$ cat src/design/rlm_defs.svh
// Purpose: Constants of the remote/local mode control block
// Assumes: 10 MHz pclk; APB word registers
// Notes:   Definitions only
`ifndef RLM_DEFS_SVH
`define RLM_DEFS_SVH

// Clock and serial timing
`define CLK_HZ          10_000_000
`define BAUD_MIN        75
`define BIT_CYCLES_MIN  (`CLK_HZ / `BAUD_MIN)
`define DEBOUNCE_US     5000
`define DEBOUNCE_CYCLES (`CLK_HZ / 1_000_000 * `DEBOUNCE_US)
`define CNT_W           18
`define DEB_W           16

// Register offsets
`define REG_CTRL   12'h000
`define REG_STATUS 12'h004
`define REG_TRIP   12'h008

// Control fields and reset values
`define CTRL_BAUD_LSB   0
`define CTRL_FLOW_LSB   3
`define BAUD_RESET      3'h7
`define TRIP_DEFAULT    8'h6E
`define SYNC_RESET      6'h39

// Characters
`define CHAR_CR   8'h0D
`define CHAR_XOFF 8'h13
`define CHAR_XON  8'h11
`define ANS_ONE   8'h31
`define ANS_ZERO  8'h30

// Command opcodes (first character of a line)
`define OP_GO_LOCAL   8'h47
`define OP_LOCKOUT    8'h4B
`define OP_PERMIT_OFF 8'h50
`define OP_PERMIT_ON  8'h45
`define OP_QUERY      8'h3F
`define OP_OUT_ON     8'h4F
`define OP_OUT_OFF    8'h46
`define OP_TRIP       8'h54

// Line buffer limits and serial frame length
`define LINE_MAX  5'h10
`define LINE_HIGH 5'h0E
`define FRAME_LEN 4'hA

`endif

$ cat src/design/rlm_pkg.sv
// Purpose: Types of the remote/local mode control block
// Assumes: rlm_defs.svh gives the widths
// Notes:   State is one packed struct
`include "rlm_defs.svh"
package rlm_pkg;

  typedef enum logic [1:0] {RX_IDLE = 2'b00, RX_START = 2'b01, RX_DATA = 2'b10, RX_STOP = 2'b11} rx_state_e;
  typedef enum logic [1:0] {FLOW_NONE = 2'b00, FLOW_SOFT = 2'b01, FLOW_HARD = 2'b10} flow_e;

  typedef struct packed {
    logic [11:0] paddr;
    logic        psel;
    logic        penable;
    logic        pwrite;
    logic [31:0] pwdata;
  } apb_req_s;

  typedef struct packed {
    logic [31:0] prdata;
    logic        pready;
    logic        pslverr;
  } apb_rsp_s;

  typedef struct packed {
    logic [5:0]          s1;
    logic [5:0]          s2;
    logic [5:0]          s3;
    logic [5:0]          stab;
    logic                btn_db;
    logic                sd_db;
    logic [`DEB_W-1:0]   btn_cnt;
    logic [`DEB_W-1:0]   sd_cnt;
    logic [2:0]          baud_sel;
    flow_e               flow;
    rx_state_e           rx_st;
    logic [`CNT_W-1:0]   rx_cnt;
    logic [2:0]          rx_bit;
    logic [7:0]          rx_sh;
    logic [8:0]          tx_sh;
    logic [`CNT_W-1:0]   tx_cnt;
    logic [3:0]          tx_left;
    logic [4:0]          line_len;
    logic [7:0]          op;
    logic [7:0]          arg;
    logic                xoff_sent;
    logic                xoff_pend;
    logic                xon_pend;
    logic [7:0]          ans;
    logic                ans_pend;
    logic                cr_pend;
    logic                remote;
    logic                permit;
    logic                lockout;
    logic                out_on;
    logic [7:0]          trip;
    logic                txd;
    logic                ready_out;
    logic                supply_on;
    logic                trip_sw;
    logic                panel_sel;
    apb_rsp_s            rsp;
  } state_s;

endpackage

$ cat src/design/remote_local_mode_control.sv
// Purpose: Remote/local mode control with a serial command link and APB status
// Assumes: 10 MHz pclk; straps read high when closed; button high when pressed
// Notes:   One line per command, first character is the opcode, CR executes it
//
// How it works
// RQ1: Remote permit is set after power-up
// RQ2: Any command in local with permit enters remote, except go-local and permit-off
// RQ3: Entering remote forces output off until on-command
// RQ4: Local button returns to local unless locked out
// RQ5: Lockout command makes the button ignored
// RQ6: Go-local enters local, lockout kept
// RQ7: Permit-off clears lockout, permit, enters local
// RQ8: Permit query reports the present flag
// RQ9: Serial frames are 8N1, full duplex
// RQ10: Bit rate 75 to 9600, default 9600
// RQ11: Flow control software, hardware or none
// RQ12: Carriage return ends and executes a command
// RQ13: Trip level from software in remote, panel in local
// RQ14: Default trip level is 110 percent
// RQ15: Two straps pick the trip-level source
// RQ16: Strap selects shutdown input polarity
// RQ17: Shutdown disables only the supply output
// RQ18: Local mode takes settings from the front panel
// RQ19: Software flow sends 0x13 when full
// RQ20: Software flow sends 0x11 when ready again
// RQ21: Button and shutdown are synchronised and debounced
`include "rlm_defs.svh"
module remote_local_mode_control #(
  parameter int unsigned BIT_CYCLES_MIN  = `BIT_CYCLES_MIN,
  parameter int unsigned DEBOUNCE_CYCLES = `DEBOUNCE_CYCLES
) (
  input  wire logic        pclk,
  input  wire logic        presetn,
  input  rlm_pkg::apb_req_s apb_req,
  output rlm_pkg::apb_rsp_s apb_rsp,
  input  wire logic        rxd,
  output logic             txd,
  output logic             ready_out,
  input  wire logic        local_button,
  input  wire logic        shutdown_in,
  input  wire logic        local_trip_strap,
  input  wire logic        remote_trip_strap,
  input  wire logic        shutdown_polarity_strap,
  output logic             remote_mode,
  output logic             supply_output_on,
  output logic             trip_from_software,
  output logic [7:0]       soft_trip_level,
  output logic             panel_settings
);
  import rlm_pkg::*;

  state_s            q;
  state_s            n;
  logic [`CNT_W-1:0] period;
  logic              rx_valid;
  logic              exec;
  logic              enter;
  logic              rem_now;
  logic              btn_rise;
  logic              sd_active;
  logic              busy;
  logic              apb_done;

  // Cycles of one bit: rates are 75 doubled sel times
  function automatic logic [`CNT_W-1:0] bit_period(input logic [2:0] sel);
    logic [31:0] p;
    p = BIT_CYCLES_MIN >> sel;
    return p[`CNT_W-1:0];
  endfunction

  // Debounce step: returns {counter, level}
  function automatic logic [`DEB_W:0] debounce(input logic raw, input logic lvl, input logic [`DEB_W-1:0] cnt);
    logic [31:0] lim;
    lim = DEBOUNCE_CYCLES - 1;
    if (raw == lvl) begin
      return {{`DEB_W{1'b0}}, lvl};
    end else if (cnt == lim[`DEB_W-1:0]) begin
      return {{`DEB_W{1'b0}}, raw};
    end
    return {cnt + 1'b1, lvl};
  endfunction

  // Next-state logic of the whole block
  always_comb begin
    n         = q;
    period    = bit_period(q.baud_sel); // RQ10
    rx_valid  = 1'b0;
    exec      = 1'b0;
    enter     = 1'b0;
    rem_now   = q.remote;
    busy      = q.line_len >= `LINE_HIGH;
    apb_done  = apb_req.psel && apb_req.penable && q.rsp.pready;

    // Three-stage synchronisers, a change counts when stages two and three agree
    n.s1 = {shutdown_polarity_strap, remote_trip_strap, local_trip_strap, shutdown_in, local_button, rxd};
    n.s2 = q.s1;
    n.s3 = q.s2;
    for (int i = 0; i < 6; i++) begin
      if (q.s2[i] == q.s3[i]) begin
        n.stab[i] = q.s3[i];
      end
    end

    // Debounce of button and shutdown input
    {n.btn_cnt, n.btn_db} = debounce(q.stab[1], q.btn_db, q.btn_cnt); // RQ21
    {n.sd_cnt, n.sd_db}   = debounce(q.stab[2], q.sd_db, q.sd_cnt);   // RQ21
    btn_rise  = n.btn_db && !q.btn_db;
    sd_active = q.stab[5] ? q.sd_db : !q.sd_db; // RQ16

    // Receiver: start, eight data bits LSB first, one stop bit
    unique case (q.rx_st)
      RX_IDLE: begin
        if (!q.stab[0]) begin
          n.rx_st  = RX_START;
          n.rx_cnt = period >> 1;
        end
      end
      RX_START: begin
        if (q.rx_cnt == '0) begin
          n.rx_st  = q.stab[0] ? RX_IDLE : RX_DATA;
          n.rx_cnt = period - 1'b1;
          n.rx_bit = 3'h0;
        end else begin
          n.rx_cnt = q.rx_cnt - 1'b1;
        end
      end
      RX_DATA: begin
        if (q.rx_cnt == '0) begin
          n.rx_sh  = {q.stab[0], q.rx_sh[7:1]}; // RQ9
          n.rx_cnt = period - 1'b1;
          n.rx_bit = q.rx_bit + 1'b1;
          if (q.rx_bit == 3'h7) begin
            n.rx_st = RX_STOP;
          end
        end else begin
          n.rx_cnt = q.rx_cnt - 1'b1;
        end
      end
      RX_STOP: begin
        if (q.rx_cnt == '0) begin
          n.rx_st  = RX_IDLE;
          rx_valid = q.stab[0]; // RQ9
        end else begin
          n.rx_cnt = q.rx_cnt - 1'b1;
        end
      end
    endcase

    // Line assembly; characters past the limit are dropped
    if (rx_valid) begin
      if (q.rx_sh == `CHAR_CR) begin
        exec       = q.line_len != 5'h00; // RQ12
        n.line_len = 5'h00;
      end else if (q.line_len < `LINE_MAX) begin
        if (q.line_len == 5'h00) begin
          n.op = q.rx_sh;
        end
        if (q.line_len == 5'h01) begin
          n.arg = q.rx_sh;
        end
        n.line_len = q.line_len + 1'b1;
      end
    end

    // Transmitter: pick next character, flow characters first
    if (q.tx_left == 4'h0) begin
      if (q.xoff_pend || q.xon_pend || q.ans_pend || q.cr_pend) begin
        n.txd     = 1'b0;
        n.tx_left = `FRAME_LEN;
        n.tx_cnt  = period - 1'b1;
        if (q.xoff_pend) begin
          n.tx_sh     = {1'b1, `CHAR_XOFF};
          n.xoff_pend = 1'b0;
        end else if (q.xon_pend) begin
          n.tx_sh    = {1'b1, `CHAR_XON};
          n.xon_pend = 1'b0;
        end else if (q.ans_pend) begin
          n.tx_sh    = {1'b1, q.ans};
          n.ans_pend = 1'b0;
        end else begin
          n.tx_sh   = {1'b1, `CHAR_CR};
          n.cr_pend = 1'b0;
        end
      end
    end else if (q.tx_cnt == '0) begin
      n.tx_left = q.tx_left - 1'b1;
      n.tx_cnt  = period - 1'b1;
      if (q.tx_left > 4'h1) begin
        n.txd   = q.tx_sh[0]; // RQ9
        n.tx_sh = {1'b1, q.tx_sh[8:1]};
      end
    end else begin
      n.tx_cnt = q.tx_cnt - 1'b1;
    end

    // Command execution
    if (exec) begin
      enter   = !q.remote && q.permit && q.op != `OP_GO_LOCAL && q.op != `OP_PERMIT_OFF; // RQ2
      rem_now = q.remote || enter;
      if (enter) begin
        n.remote = 1'b1; // RQ2
        n.out_on = 1'b0; // RQ3
      end
      case (q.op)
        `OP_GO_LOCAL: n.remote = 1'b0; // RQ6
        `OP_LOCKOUT:  n.lockout = 1'b1; // RQ5
        `OP_PERMIT_OFF: begin
          n.lockout = 1'b0; // RQ7
          n.permit  = 1'b0; // RQ7
          n.remote  = 1'b0; // RQ7
        end
        `OP_PERMIT_ON: n.permit = 1'b1;
        `OP_QUERY: begin
          n.ans      = q.permit ? `ANS_ONE : `ANS_ZERO; // RQ8
          n.ans_pend = 1'b1;
          n.cr_pend  = 1'b1;
        end
        `OP_OUT_ON: begin
          if (rem_now) begin
            n.out_on = 1'b1; // RQ3
          end
        end
        `OP_OUT_OFF: begin
          if (rem_now) begin
            n.out_on = 1'b0;
          end
        end
        `OP_TRIP: begin
          if (rem_now) begin
            n.trip = q.arg; // RQ13
          end
        end
        default: begin
        end
      endcase
    end else if (btn_rise && q.remote && !q.lockout) begin
      n.remote = 1'b0; // RQ4
    end

    // Software flow: XOFF near full, XON once drained
    if (q.flow == FLOW_SOFT) begin
      if (busy && !q.xoff_sent) begin
        n.xoff_pend = 1'b1; // RQ19
        n.xoff_sent = 1'b1;
      end else if (!busy && q.xoff_sent) begin
        n.xon_pend  = 1'b1; // RQ20
        n.xoff_sent = 1'b0;
      end
    end else begin
      n.xoff_sent = 1'b0;
    end
    n.ready_out = (q.flow == FLOW_HARD) ? !busy : 1'b1; // RQ11

    // Trip source from straps, output gating and panel selection
    if (!q.stab[3]) begin
      n.trip_sw = 1'b0; // RQ15
    end else if (!q.stab[4]) begin
      n.trip_sw = 1'b1; // RQ15
    end else begin
      n.trip_sw = n.remote; // RQ13
    end
    n.supply_on = n.out_on && !sd_active; // RQ17
    n.panel_sel = !n.remote;              // RQ18

    // APB slave: pready one cycle into the access phase
    n.rsp = '0;
    if (apb_req.psel && apb_req.penable && !q.rsp.pready) begin
      n.rsp.pready = 1'b1;
      case (apb_req.paddr)
        `REG_CTRL: n.rsp.prdata = {27'h000_0000, q.flow, q.baud_sel};
        `REG_STATUS: begin
          n.rsp.prdata = {25'h000_0000, busy, sd_active, q.trip_sw, q.out_on, q.lockout, q.permit, q.remote};
        end
        `REG_TRIP: n.rsp.prdata = {24'h00_0000, q.trip};
        default:   n.rsp.pslverr = 1'b1;
      endcase
    end
    if (apb_done && apb_req.pwrite && apb_req.paddr == `REG_CTRL) begin
      n.baud_sel = apb_req.pwdata[`CTRL_BAUD_LSB +: 3]; // RQ10
      case (apb_req.pwdata[`CTRL_FLOW_LSB +: 2])
        2'b01: n.flow = FLOW_SOFT;
        2'b10: n.flow = FLOW_HARD;
        default: n.flow = FLOW_NONE; // RQ11
      endcase
    end
  end

  // State register
  always_ff @(posedge pclk or negedge presetn) begin
    if (!presetn) begin
      q           <= '0;
      q.s1        <= `SYNC_RESET;
      q.s2        <= `SYNC_RESET;
      q.s3        <= `SYNC_RESET;
      q.stab      <= `SYNC_RESET;
      q.baud_sel  <= `BAUD_RESET; // RQ10
      q.flow      <= FLOW_NONE;   // RQ11
      q.rx_st     <= RX_IDLE;
      q.permit    <= 1'b1;        // RQ1
      q.out_on    <= 1'b1;
      q.supply_on <= 1'b1;
      q.trip      <= `TRIP_DEFAULT; // RQ14
      q.txd       <= 1'b1;
      q.ready_out <= 1'b1;
      q.panel_sel <= 1'b1;
    end else begin
      q <= n;
    end
  end

  // Outputs straight from the state flops
  assign apb_rsp            = q.rsp;
  assign txd                = q.txd;
  assign ready_out          = q.ready_out;
  assign remote_mode        = q.remote;
  assign supply_output_on   = q.supply_on;
  assign trip_from_software = q.trip_sw;
  assign soft_trip_level    = q.trip;
  assign panel_settings     = q.panel_sel;
endmodule

$ cat config.mk
export PLATFORM = sky130hd
export DESIGN_NAME = remote_local_mode_control
export DESIGN_NICKNAME = d
export VERILOG_FILES = /design/src/design/rlm_pkg.sv /design/src/design/remote_local_mode_control.sv
export VERILOG_INCLUDE_DIRS = /design/src /design/src/design
export SDC_FILE = /design/constraint.sdc
export NUM_CORES = 1
export LEC_CHECK = 0
export BUFFER_PORTS_ARGS = -buffer_cell sky130_fd_sc_hd__clkbuf_2
export CAP_MARGIN = 20
export CORE_UTILIZATION = 56
export CTS_CLUSTER_SIZE = 12
export DETAILED_ROUTE_END_ITERATION = 16
export PLACE_DENSITY = 0.77
export SYNTH_ARGS = -nofsm -noshare
export SYNTH_HDL_FRONTEND = slang
export SYNTH_SLANG_ARGS = --single-unit
export TNS_END_PERCENT = 100
$ cat constraint.sdc
create_clock -name pclk -period 4.6 [get_ports pclk]
set_clock_uncertainty 0.1 [all_clocks]
set_input_delay 0.92 -clock pclk [delete_from_list [all_inputs] [get_ports pclk]]
set_output_delay 0.92 -clock pclk [all_outputs]
set_load 0.02 [all_outputs]
* Yosys cells after proc, flatten, opt, wreduce, memory -nomap -nowiden *
Index checks and enable logic that the tools add are counted.

operators by class
  add/sub/neg operators = 8
  shift-type cells = 1
  $lt $le $gt $ge = 3
  reductions and logical operators = 56
  bitwise gates (word level) = 2
  muxes and demuxes = 82
  equality and inequality tests = 40

operators by type and width
  operator                 number
  $mux W17                 6
  $pmux W20 S4             1
  $mux W31                 2
  $eq A8 B7 Y1 const B     7
  $mux W18                 3
  $sub A18 B1 Y18 const B  3
  $mux W8                  6
  $logic_not A18 Y1        2
  $mux W1                  33
  $add A16 B1 Y16 const B  2
  $eq A16 B16 Y1 const B   2
  $mux W2                  14
  $mux W9                  3
  $pmux W8 S3              1
  $mux W21                 1
  $mux W20                 1
  $shr A18 B3 Y18 const A  1
  $ne A8 B7 Y1 const B     2
  $reduce_and A2 Y1        8
  $logic_and A1 B1 Y1      14
  $eq A12 B3 Y1 const B    1
  $eq A12 B4 Y1 const B    1
  $logic_not A12 Y1        1
  $ne A2 B2 Y1 const B     6
  other kinds (37)         71

storage, ports and cells
  register bits = 207

* Logic depth before layout (Yosys ltp) *
Gate-level depths: netlist of the first run.

  depth after elaboration = 11
  mapped depth = 10

* Worst setup path after synthesis of the first run *
No wires, ideal clock.

  kind = register -> register
  start point = register q[127] in the netlist's numbering
  end point = register q (netlist bit soft_trip_level[0])
  setup time = 125 ps
  required time = 4,375 ps
  cell stages (with the launch flop) = 9
  setup slack = 1,455 ps
  arrival time = 2,920 ps
  path buffers = 1
  path through = dfrtp_1 inv_1 ha_1 or3b_1 or4_1 or3_4 or4_1 buf_6 mux2_4

between the ends
  cells in the longest elaborated chain, start to end = 5

ends and longest elaborated chain
  item                         line                              text
  start, declared              remote_local_mode_control.sv:52   state_s q;
  start signal, assigned       remote_local_mode_control.sv:307  q <= n;
  $logic_not A18 Y1            remote_local_mode_control.sv:140  if (q.rx_cnt == '0) begin
  $mux W1                      remote_local_mode_control.sv:140
  $mux W1                      remote_local_mode_control.sv:111  unique case (q.rx_st)
  $mux W1                      remote_local_mode_control.sv:150  if (rx_valid) begin
  $reduce_and A3 Y1 (no line)  n/a

No other way between the ends.
A chain may end at the register's enable or synchronous reset.

* Final worst setup path of the first run *
  start point = register q[127] in the netlist's numbering
  end point = register q (netlist bit soft_trip_level[7])

The elaborated chain is that of the path after synthesis.

==> flow_summary.toml, run 1 <==
[status]
status = "complete, no violations"

[power_and_ir_drop]
power_frac_seq_pct = 50.6
p_sw_share_pct = 24.9
p_int_uw = 2430
powerDensity_mw_per_mm2 = 312
clkPwrFrac_pct = 45.9
ir_drop_uv = 298
pwr-share-comb_pct = 3.5
p_leak_uw = 0.00457
p_switching_uw = 804

[floorplan]
core_mm2 = 0.0166
rows = 47
die_w_um = 132
die-area_mm2 = 0.0175
io_pins = 103
die_h_um = 132
initial_core_util_pct = 57.2

[detailed_routing]
firstDrtPassIters = 5
antenna_left = 0
via_count = 7242
drc = 0
finalWirelength_mm = 20.5
drt_iter0_drc = 567
post_drt_wl_per_cell_um = 16.7
avgViaCountPerCell = 5.91

[timing]
relSlewSlack_pct = 39.8
timing.fmax_ghz = 0.270
finalCriticalPeriod_ps = 3710
hold_violations = 0
setup_violations = 0
maxSlewViolCount = 0
rsz0062_at_grt = "false"
tightest_slew_ps = 904
finalCritPeriodShare_pct = 80.6
finalSetupTns_ps = 0

[global_routing]
antenna_found_initial = 0
grt_overflow = 0
grt_pass1_vias = 6857
gr-usage-all-layers_pct = 24.3
grt_pass1_wl_mm = 34.0
grt_max_degree = 98

[clock_tree]
htreeDepth = 4
cts-root-buf = "clkbuf_16"
clock-sinks = 180
cts_buffer_depth = 2
post_cts_buffers = 0
cts_tree = "yes"
path_clk_slew_ps = 70
cts_made_buffers = 17
hold_buffers = 0
cts_resized = 0
clock_latency_ps = 440

[synth]
ys_seq_elements = 180
synthTopCellsByArea = "dfrtp_1, dfstp_2, mux2_2"
synth_most_common_cell = "dfrtp_1"
ys_warn_count = 0
synth_area_leader_cell = "dfrtp_1"
ys_types = 75
syn_area_mm2 = 0.00949
synthFlopType = "dfrtp_1"
async_flop_share_pct = 100
ys_seq_area_share_pct = 47.9
synthCells = 967
synth_top_area_share_pct = 39.6
synth.top_cells.by_count = "dfrtp_1, nor2_1, nand2_1, o21ai_0, a21oi_1"
synth_edf_count = 0
syn_avg_cell_area_um2 = 9.81

[layout]
drive_gt1_share_pct = 18.3
finalInstanceArea_mm2 = 0.0103
insertedDiodeCount = 0
area_growth_pct = 9.03
nets = 1070

[place]
place_hpwl_mm = 14.0
placed_area_mm2 = 0.00973
gp_congestion = 0.941
portBuffers = 51

[worst_setup_path]
cp.required_ps = 4830
worstPathMaxFanout = 11
critPathKind = "reg -> reg"
r2r_cells = 7
worst_setup_path_start_kind = "register"
arrival_ps = 3940
cp-end-kind = "register"

[worst_hold_path]
holdPathStages = 0
hold_class = "reg -> reg"

[run]
maxCapViolations = 0
cell type report:
class | count | area (um^2)
Sequential cell | 180 | 4540
Timing Repair Buffer | 62 | 342
Inverter | 35 | 131
Fill cell | 1354 | 6240
Tap cell | 220 | 275
Clock inverter | 15 | 186
Clock buffer | 17 | 425
Multi-Input combinational cell | 696 | 4450
layer usage:
metal	share of wire, %	GRT usage (%)	up-vias
li1	-	-	3476
met2	47	38.1	238
met5	0	0	-
met1	45	33.5	3488
met3	5.7	5.04	40
met4	2.0	9.45	0
registers in the layout (all words and copies together) (netlist names), named ones only:
name and cells:
q 143, trip_from_software 1, apb_rsp 10, n 12, supply_output_on 1, soft_trip_level 8, panel_settings 1, txd 1
remote_mode 1, ready_out 1
critical path, cell delays in order, from the launching register on:
cell and delay (ps):
dfrtp_1 400, inv_1 90, ha_1 230, or3b_1 400, or4_1 710, or3_4 480, or4_1 800, mux2_4 390
cell usage in the layout, fill, tap and decap left out, drive strengths merged, types with 24 or more instances in the layout:
| cell type | Yosys | routed |
|---|---|---|
| clkbuf | 34 | 68 |
| nand2 | 72 | 72 |
| o21ai | 70 | 70 |
| nand3 | 27 | 27 |
| nor2 | 97 | 97 |
| dfrtp | 150 | 150 |
| dfstp | 30 | 30 |
| nor3 | 38 | 38 |
| mux2 | 41 | 41 |
| a21oi | 51 | 51 |
| conb | 1 | 24 |
| inv | 35 | 42 |
through the flow:
step	cells	setup slack, ps	utilization, %	hold WS (ps)	total power, uW
after floorplan	990	1450	-	231	1730
after global placement	1192	945	58.7	232	1770
after detailed placement	1192	894	58.7	236	1780
after CTS	1224	894	62.4	253	3260
after global routing	1225	772	62.4	258	3340
final	1225	891	62.4	252	3230
cells by family after synthesis:
group / Yosys count / share of synthesized area [%]
AND/OR/NAND/NOR: 347 / 18.7
AO/OA/AOI/OAI: 215 / 14.4
flip-flops: 180 / 47.9
buffers and inverters: 114 / 6.33
multiplexers: 49 / 6.03
XOR/XNOR: 32 / 2.95
adder cells (fa/ha/maj): 29 / 3.67
other: 1 / 0.0395
power groups by stage:
| stage | Clock, uW | Combinational, uW | Sequential, uW |
|---|---|---|---|
| after floorplan | 0 | 76.1 | 1660 |
| after CTS | 1510 | 116 | 1630 |
| after global routing | 1570 | 128 | 1640 |
| after detailed placement | 0 | 113 | 1660 |
| after global placement | 0 | 112 | 1660 |
| final | 1480 | 113 | 1630 |
path summary, 6_finish.rpt:
kind                       slack, ps               start                             end
setup / recovery                 890  q[127]$_DFFE_PN0P_  soft_trip_level[7]$_DFFE_PN0P_
hold / removal                   250    n[200]$_DFF_PN0_                n[194]$_DFF_PN0_
setup reg to reg                 890  q[127]$_DFFE_PN0P_  soft_trip_level[7]$_DFFE_PN0P_
hold reg to reg                  250    n[200]$_DFF_PN0_                n[194]$_DFF_PN0_
max in group asynchronous       2950             presetn                n[192]$_DFF_PN1_
min in group asynchronous        440             presetn               q[93]$_DFFE_PN0P_
No activity file was read; power rests on OpenSTA's default activity.
==> run 2, diff against run 1 <==
clock period = 3.5 ns   (was 4.6 ns; I/O delays follow)
==> run 2 against run 1 <==
Compared with the run above:
- global-route usage is 0.69 points higher
- first-iteration DRC count fell by 1.8%
- cell count up 1.5%
- critical path type unchanged
- critical endpoint is now soft_trip_level[0]$_DFFE_PN0P_
- largest cell class unchanged
==> flow_summary.toml, run 2 (synthesis gave the netlist of run 1 again) <==
[clock_tree]
cts_resized = 0
cts_buffer_depth = 2
htreeDepth = 4
clock-sinks = 180
post_cts_buffers = 0
path_clk_slew_ps = 70
hold_buffers = 0
cts_made_buffers = 17
cts_tree = "yes"
cts-root-buf = "clkbuf_16"
clock_latency_ps = 430

[place]
gp_congestion = 0.862
place_hpwl_mm = 14.8
pre_cts_ws_ps = 191
placed_area_mm2 = 0.00990
portBuffers = 51

[detailed_routing]
post_drt_wl_per_cell_um = 16.9
antenna_left = 0
via_count = 7389
drc = 0
finalWirelength_mm = 21.0
avgViaCountPerCell = 5.94
drt_iter0_drc = 557
firstDrtPassIters = 7

[floorplan]
io_pins = 103
rows = 47
die_w_um = 132
initial_core_util_pct = 57.2
core_mm2 = 0.0166
die_h_um = 132
die-area_mm2 = 0.0175

[layout]
drive_gt1_share_pct = 19.7
nets = 1088
layout_commonest_cell = "dfrtp_1"
largest_reg_flops = 143
finalInstanceArea_mm2 = 0.0105
layout_common_cells = "dfrtp_1, nor2_1, nand2_1, o21ai_0"
area_growth_pct = 10.6
insertedDiodeCount = 0
top_register = "q"

[timing]
setup_violations = 0
rsz0062_at_grt = "false"
hold_violations = 0
timing.fmax_ghz = 0.300
setup_ws_ps = 165
maxSlewViolCount = 0
finalCritPeriodShare_pct = 95.3
relSlewSlack_pct = 51.3
finalSetupTns_ps = 0
finalCriticalPeriod_ps = 3330
tightest_slew_ps = 724

[status]
status = "complete, no violations"

[global_routing]
antenna_found_initial = 0
grt_overflow = 0
grt_max_degree = 79
grt_pass1_vias = 7084
gr-usage-all-layers_pct = 25.0
grt_pass1_wl_mm = 35.0

[power_and_ir_drop]
power_frac_seq_pct = 51.1
p_sw_share_pct = 25.5
ir_drop_uv = 406
pwr-share-comb_pct = 3.5
p_leak_uw = 0.00466
powerDensity_mw_per_mm2 = 401
clkPwrFrac_pct = 45.4
p_int_uw = 3130
p_switching_uw = 1070

[worst_setup_path]
worst_setup_path_start_kind = "register"
cp-end-kind = "register"
arrival_ps = 3550
cp_slowest_cell = "or4_1"
crit_chain = "inv_1, ha_1, or3b_1, or4_1, or3_4, or4_1, buf_4, mux2_4"
cp.required_ps = 3710
slowest_delay_ps = 580
critPathKind = "reg -> reg"
cp_common_cell = "or4_1"
worstPathMaxFanout = 5

[run]
maxCapViolations = 0

[worst_hold_path]
hold_class = "in -> async"
## run 2: changes by cell type in the layout (fill, tap and decap cells not counted)
cell and delta:
buf_12 +2, buf_4 +17, bufinv_16 -1, clkbuf_2 -1, clkinv_4 -1, inv_8 +2
## run 2: worst max-delay path: cells and delay by family (launching register included)
family,cells,cell delay (ps)
adders and majority gates,1,160
and+or+nand+nor,4,1970
muxes,1,290
buffers and inverters,2,270
DFF,1,410
## run 2: path summary, 6_finish.rpt
path,slack (ps),start,cells after the start,end
min in group pclk,240,remote_trip_strap,1,n[202]$_DFF_PN1_
worst min-delay path,170,presetn,1,q[94]$_DFFE_PN0P_
worst max-delay path,170,q[127]$_DFFE_PN0P_,8,soft_trip_level[0]$_DFFE_PN0P_
max in group asynchronous,2330,presetn,2,soft_trip_level[6]$_DFFE_PN1P_
worst min register to register,260,n[200]$_DFF_PN0_,0,n[194]$_DFF_PN0_
worst max register to register,170,q[127]$_DFFE_PN0P_,8,soft_trip_level[0]$_DFFE_PN0P_
## run 2: final cells by class
class / count / area [um^2]
fill: 1331 / 6090
tap: 220 / 275
sequential: 180 / 4540
clock inverter: 15 / 170
multi-input combinational: 696 / 4450
clock buffer: 17 / 425
timing repair buffer: 80 / 504
inverter: 35 / 131
## run 2: power by group through the flow
stage | clock, uW | combinational (uW) | sequential [uW]
2_1_floorplan | 0 | 100 | 2180
3_3_place_gp | 0 | 150 | 2180
4_1_cts | 1940 | 153 | 2150
3_5_place_dp | 0 | 153 | 2190
5_1_grt | 2010 | 167 | 2150
6_report | 1910 | 148 | 2150
## run 2: layer usage
| metal | global-route usage, % | vias to the layer above | part of all wire, % |
|---|---|---|---|
| li1 | - | 3506 | - |
| met1 | 33.9 | 3607 | 45 |
| met2 | 40.2 | 238 | 48 |
| met3 | 4.69 | 38 | 4.8 |
| met4 | 9.20 | 0 | 2.2 |
| met5 | 0 | - | 0 |
## run 2: metrics by stage
| step | total power [uW] | hold WS (ps) | cells | util, % |
|---|---|---|---|---|
| final | 4200 | 167 | 1243 | 63.3 |
| after global routing | 4330 | 226 | 1243 | 63.3 |
| after detailed placement | 2340 | 242 | 1211 | 59.7 |
| after CTS | 4240 | 204 | 1243 | 63.3 |
| after floorplan | 2280 | 231 | 990 | - |
| after global placement | 2330 | 234 | 1211 | 59.7 |
==> run 3, diff against run 2 <==
CORE_UTILIZATION = 59   (was 56)
GPL_ROUTABILITY_DRIVEN = 0   (was not set)
PLACE_DENSITY = 0.8   (was 0.77)
==> run 3 against run 2 <==
Compared with the run above:
- flip-flop and latch count unchanged
- core utilization increased by 4.8 points
- global-route usage increased by 2.0 points
- critical endpoint unchanged
- power increased by 4.5%
- design area about the same
- clock power increased by 9%
- hold slack improved by 17 ps
- combinational power increased by 3%
- cell count decreased by 1.0%
- maximum frequency decreased by 1.0%
- register-to-register slack got worse by 30 ps
- die area decreased by 5.0%
==> flow_summary.toml, run 3 (synthesis gave the netlist of run 1 again) <==
[detailed_routing]
firstDrtPassIters = 5
post_drt_wl_per_cell_um = 17.4
antenna_left = 0
via_count = 7423
avgViaCountPerCell = 6.03
drc = 0
finalWirelength_mm = 21.4
drt_iter0_drc = 653

[layout]
final_cells = 1230
insertedDiodeCount = 0
largest_reg_flops = 143
layout_common_cells = "dfrtp_1, nor2_1, nand2_1, o21ai_0"
finalInstanceArea_mm2 = 0.0105
layout_commonest_cell = "dfrtp_1"
top_register = "q"
area_growth_pct = 10.7
nets = 1084
drive_gt1_share_pct = 19.3

[clock_tree]
clock-sinks = 180
cts_tree = "yes"
post_cts_buffers = 0
cts_buffer_depth = 2
cts_resized = 0
hold_buffers = 0
path_clk_slew_ps = 70
cts_made_buffers = 17
clock_latency_ps = 440
htreeDepth = 4
cts-root-buf = "clkbuf_16"

[power_and_ir_drop]
ir_drop_uv = 390
p_leak_uw = 0.00467
powerDensity_mw_per_mm2 = 418

[global_routing]
grt_busiest_layer = "met2"
grt_pass1_vias = 6905
grt.met1_usage_pct = 36.9
grt_max_degree = 85
grt_pass1_wl_mm = 34.9
antenna_found_initial = 0
met3_usage_pct = 5.24
grt_overflow = 0
grt_util_met2_pct = 42.8
gr-usage-all-layers_pct = 27.1

[worst_setup_path]
slowest_delay_ps = 590
worst_setup_path_start_kind = "register"
cp.required_ps = 3720
cp_slowest_cell = "or4_1"
r2r_slack_ps = 130
crit_chain = "inv_1, ha_1, or3b_1, or4_1, or3_4, or4_1, buf_4, mux2_4"
arrival_ps = 3590
cp-end-kind = "register"
cp_common_cell = "or4_1"
worstPathMaxFanout = 8
critPathKind = "reg -> reg"

[worst_hold_path]
hold_class = "in -> async"

[status]
status = "complete, no violations"

[place]
placed_area_mm2 = 0.00986
place_hpwl_mm = 14.8
portBuffers = 51
dpl.cell_count = 1198

[timing]
setup_violations = 0
hold_violations = 0
rsz0062_at_grt = "false"
finalCritPeriodShare_pct = 96.2
timing.fmax_ghz = 0.297
finalCriticalPeriod_ps = 3370
finalSetupTns_ps = 0
relSlewSlack_pct = 47.2
maxSlewViolCount = 0
tightest_slew_ps = 791

[floorplan]
rows = 45
die_h_um = 129
io_pins = 103
core_mm2 = 0.0154
initial_core_util_pct = 61.5
die_w_um = 129
die-area_mm2 = 0.0166

[run]
maxCapViolations = 0
run 3: metal layers:
layer | share of wire [%] | vias to the layer above
li1 | - | 3482
met5 | 0 | -
met4 | 2.3 | 0
met2 | 47 | 278
met3 | 5.6 | 46
met1 | 45 | 3617
run 3: final cells by class:
class | instances | area [um^2]
Timing Repair Buffer | 76 | 474
Tap cell | 211 | 264
Sequential cell | 180 | 4540
Multi-Input combinational cell | 696 | 4450
Inverter | 35 | 131
Clock inverter | 14 | 218
Fill cell | 1149 | 4920
Clock buffer | 18 | 429
run 3: stage by stage:
step	util, %	total power (uW)	hold slack [ps]	worst slack, ps
2_1_floorplan	-	2280	231	355
3_3_place_gp	63.9	2340	232	227
3_5_place_dp	63.9	2340	235	197
4_1_cts	68.1	4420	225	138
5_1_grt	68.1	4530	221	43.2
6_report	68.1	4390	184	131
run 3: power by group:
part | leakage (uW) | total, uW | internal [uW] | switching (uW)
combinational | 0.00201 | 152 | 44.3 | 108
sequential | 0.00234 | 2150 | 2120 | 27.9
clock | 0.000315 | 2090 | 1220 | 870
run 3: critical path: cells and delay by family, from the launching register on:
family / cells / cell delay, ps
fa+ha+maj: 1 / 180
buf+inv: 2 / 290
flops: 1 / 400
mux: 1 / 310
simple gates: 4 / 1960
run 3: worst paths after layout:
| check | from | end | cells after the start |
|---|---|---|---|
| min reg2reg | n[200]$_DFF_PN0_ | n[194]$_DFF_PN0_ | 0 |
| min | presetn | q[87]$_DFFE_PN0P_ | 1 |
| min in group pclk | local_trip_strap | n[201]$_DFF_PN1_ | 1 |
| max in group asynchronous | presetn | n[203]$_DFF_PN1_ | 2 |
| max | q[127]$_DFFE_PN0P_ | soft_trip_level[0]$_DFFE_PN0P_ | 8 |
| max reg2reg | q[127]$_DFFE_PN0P_ | soft_trip_level[0]$_DFFE_PN0P_ | 8 |
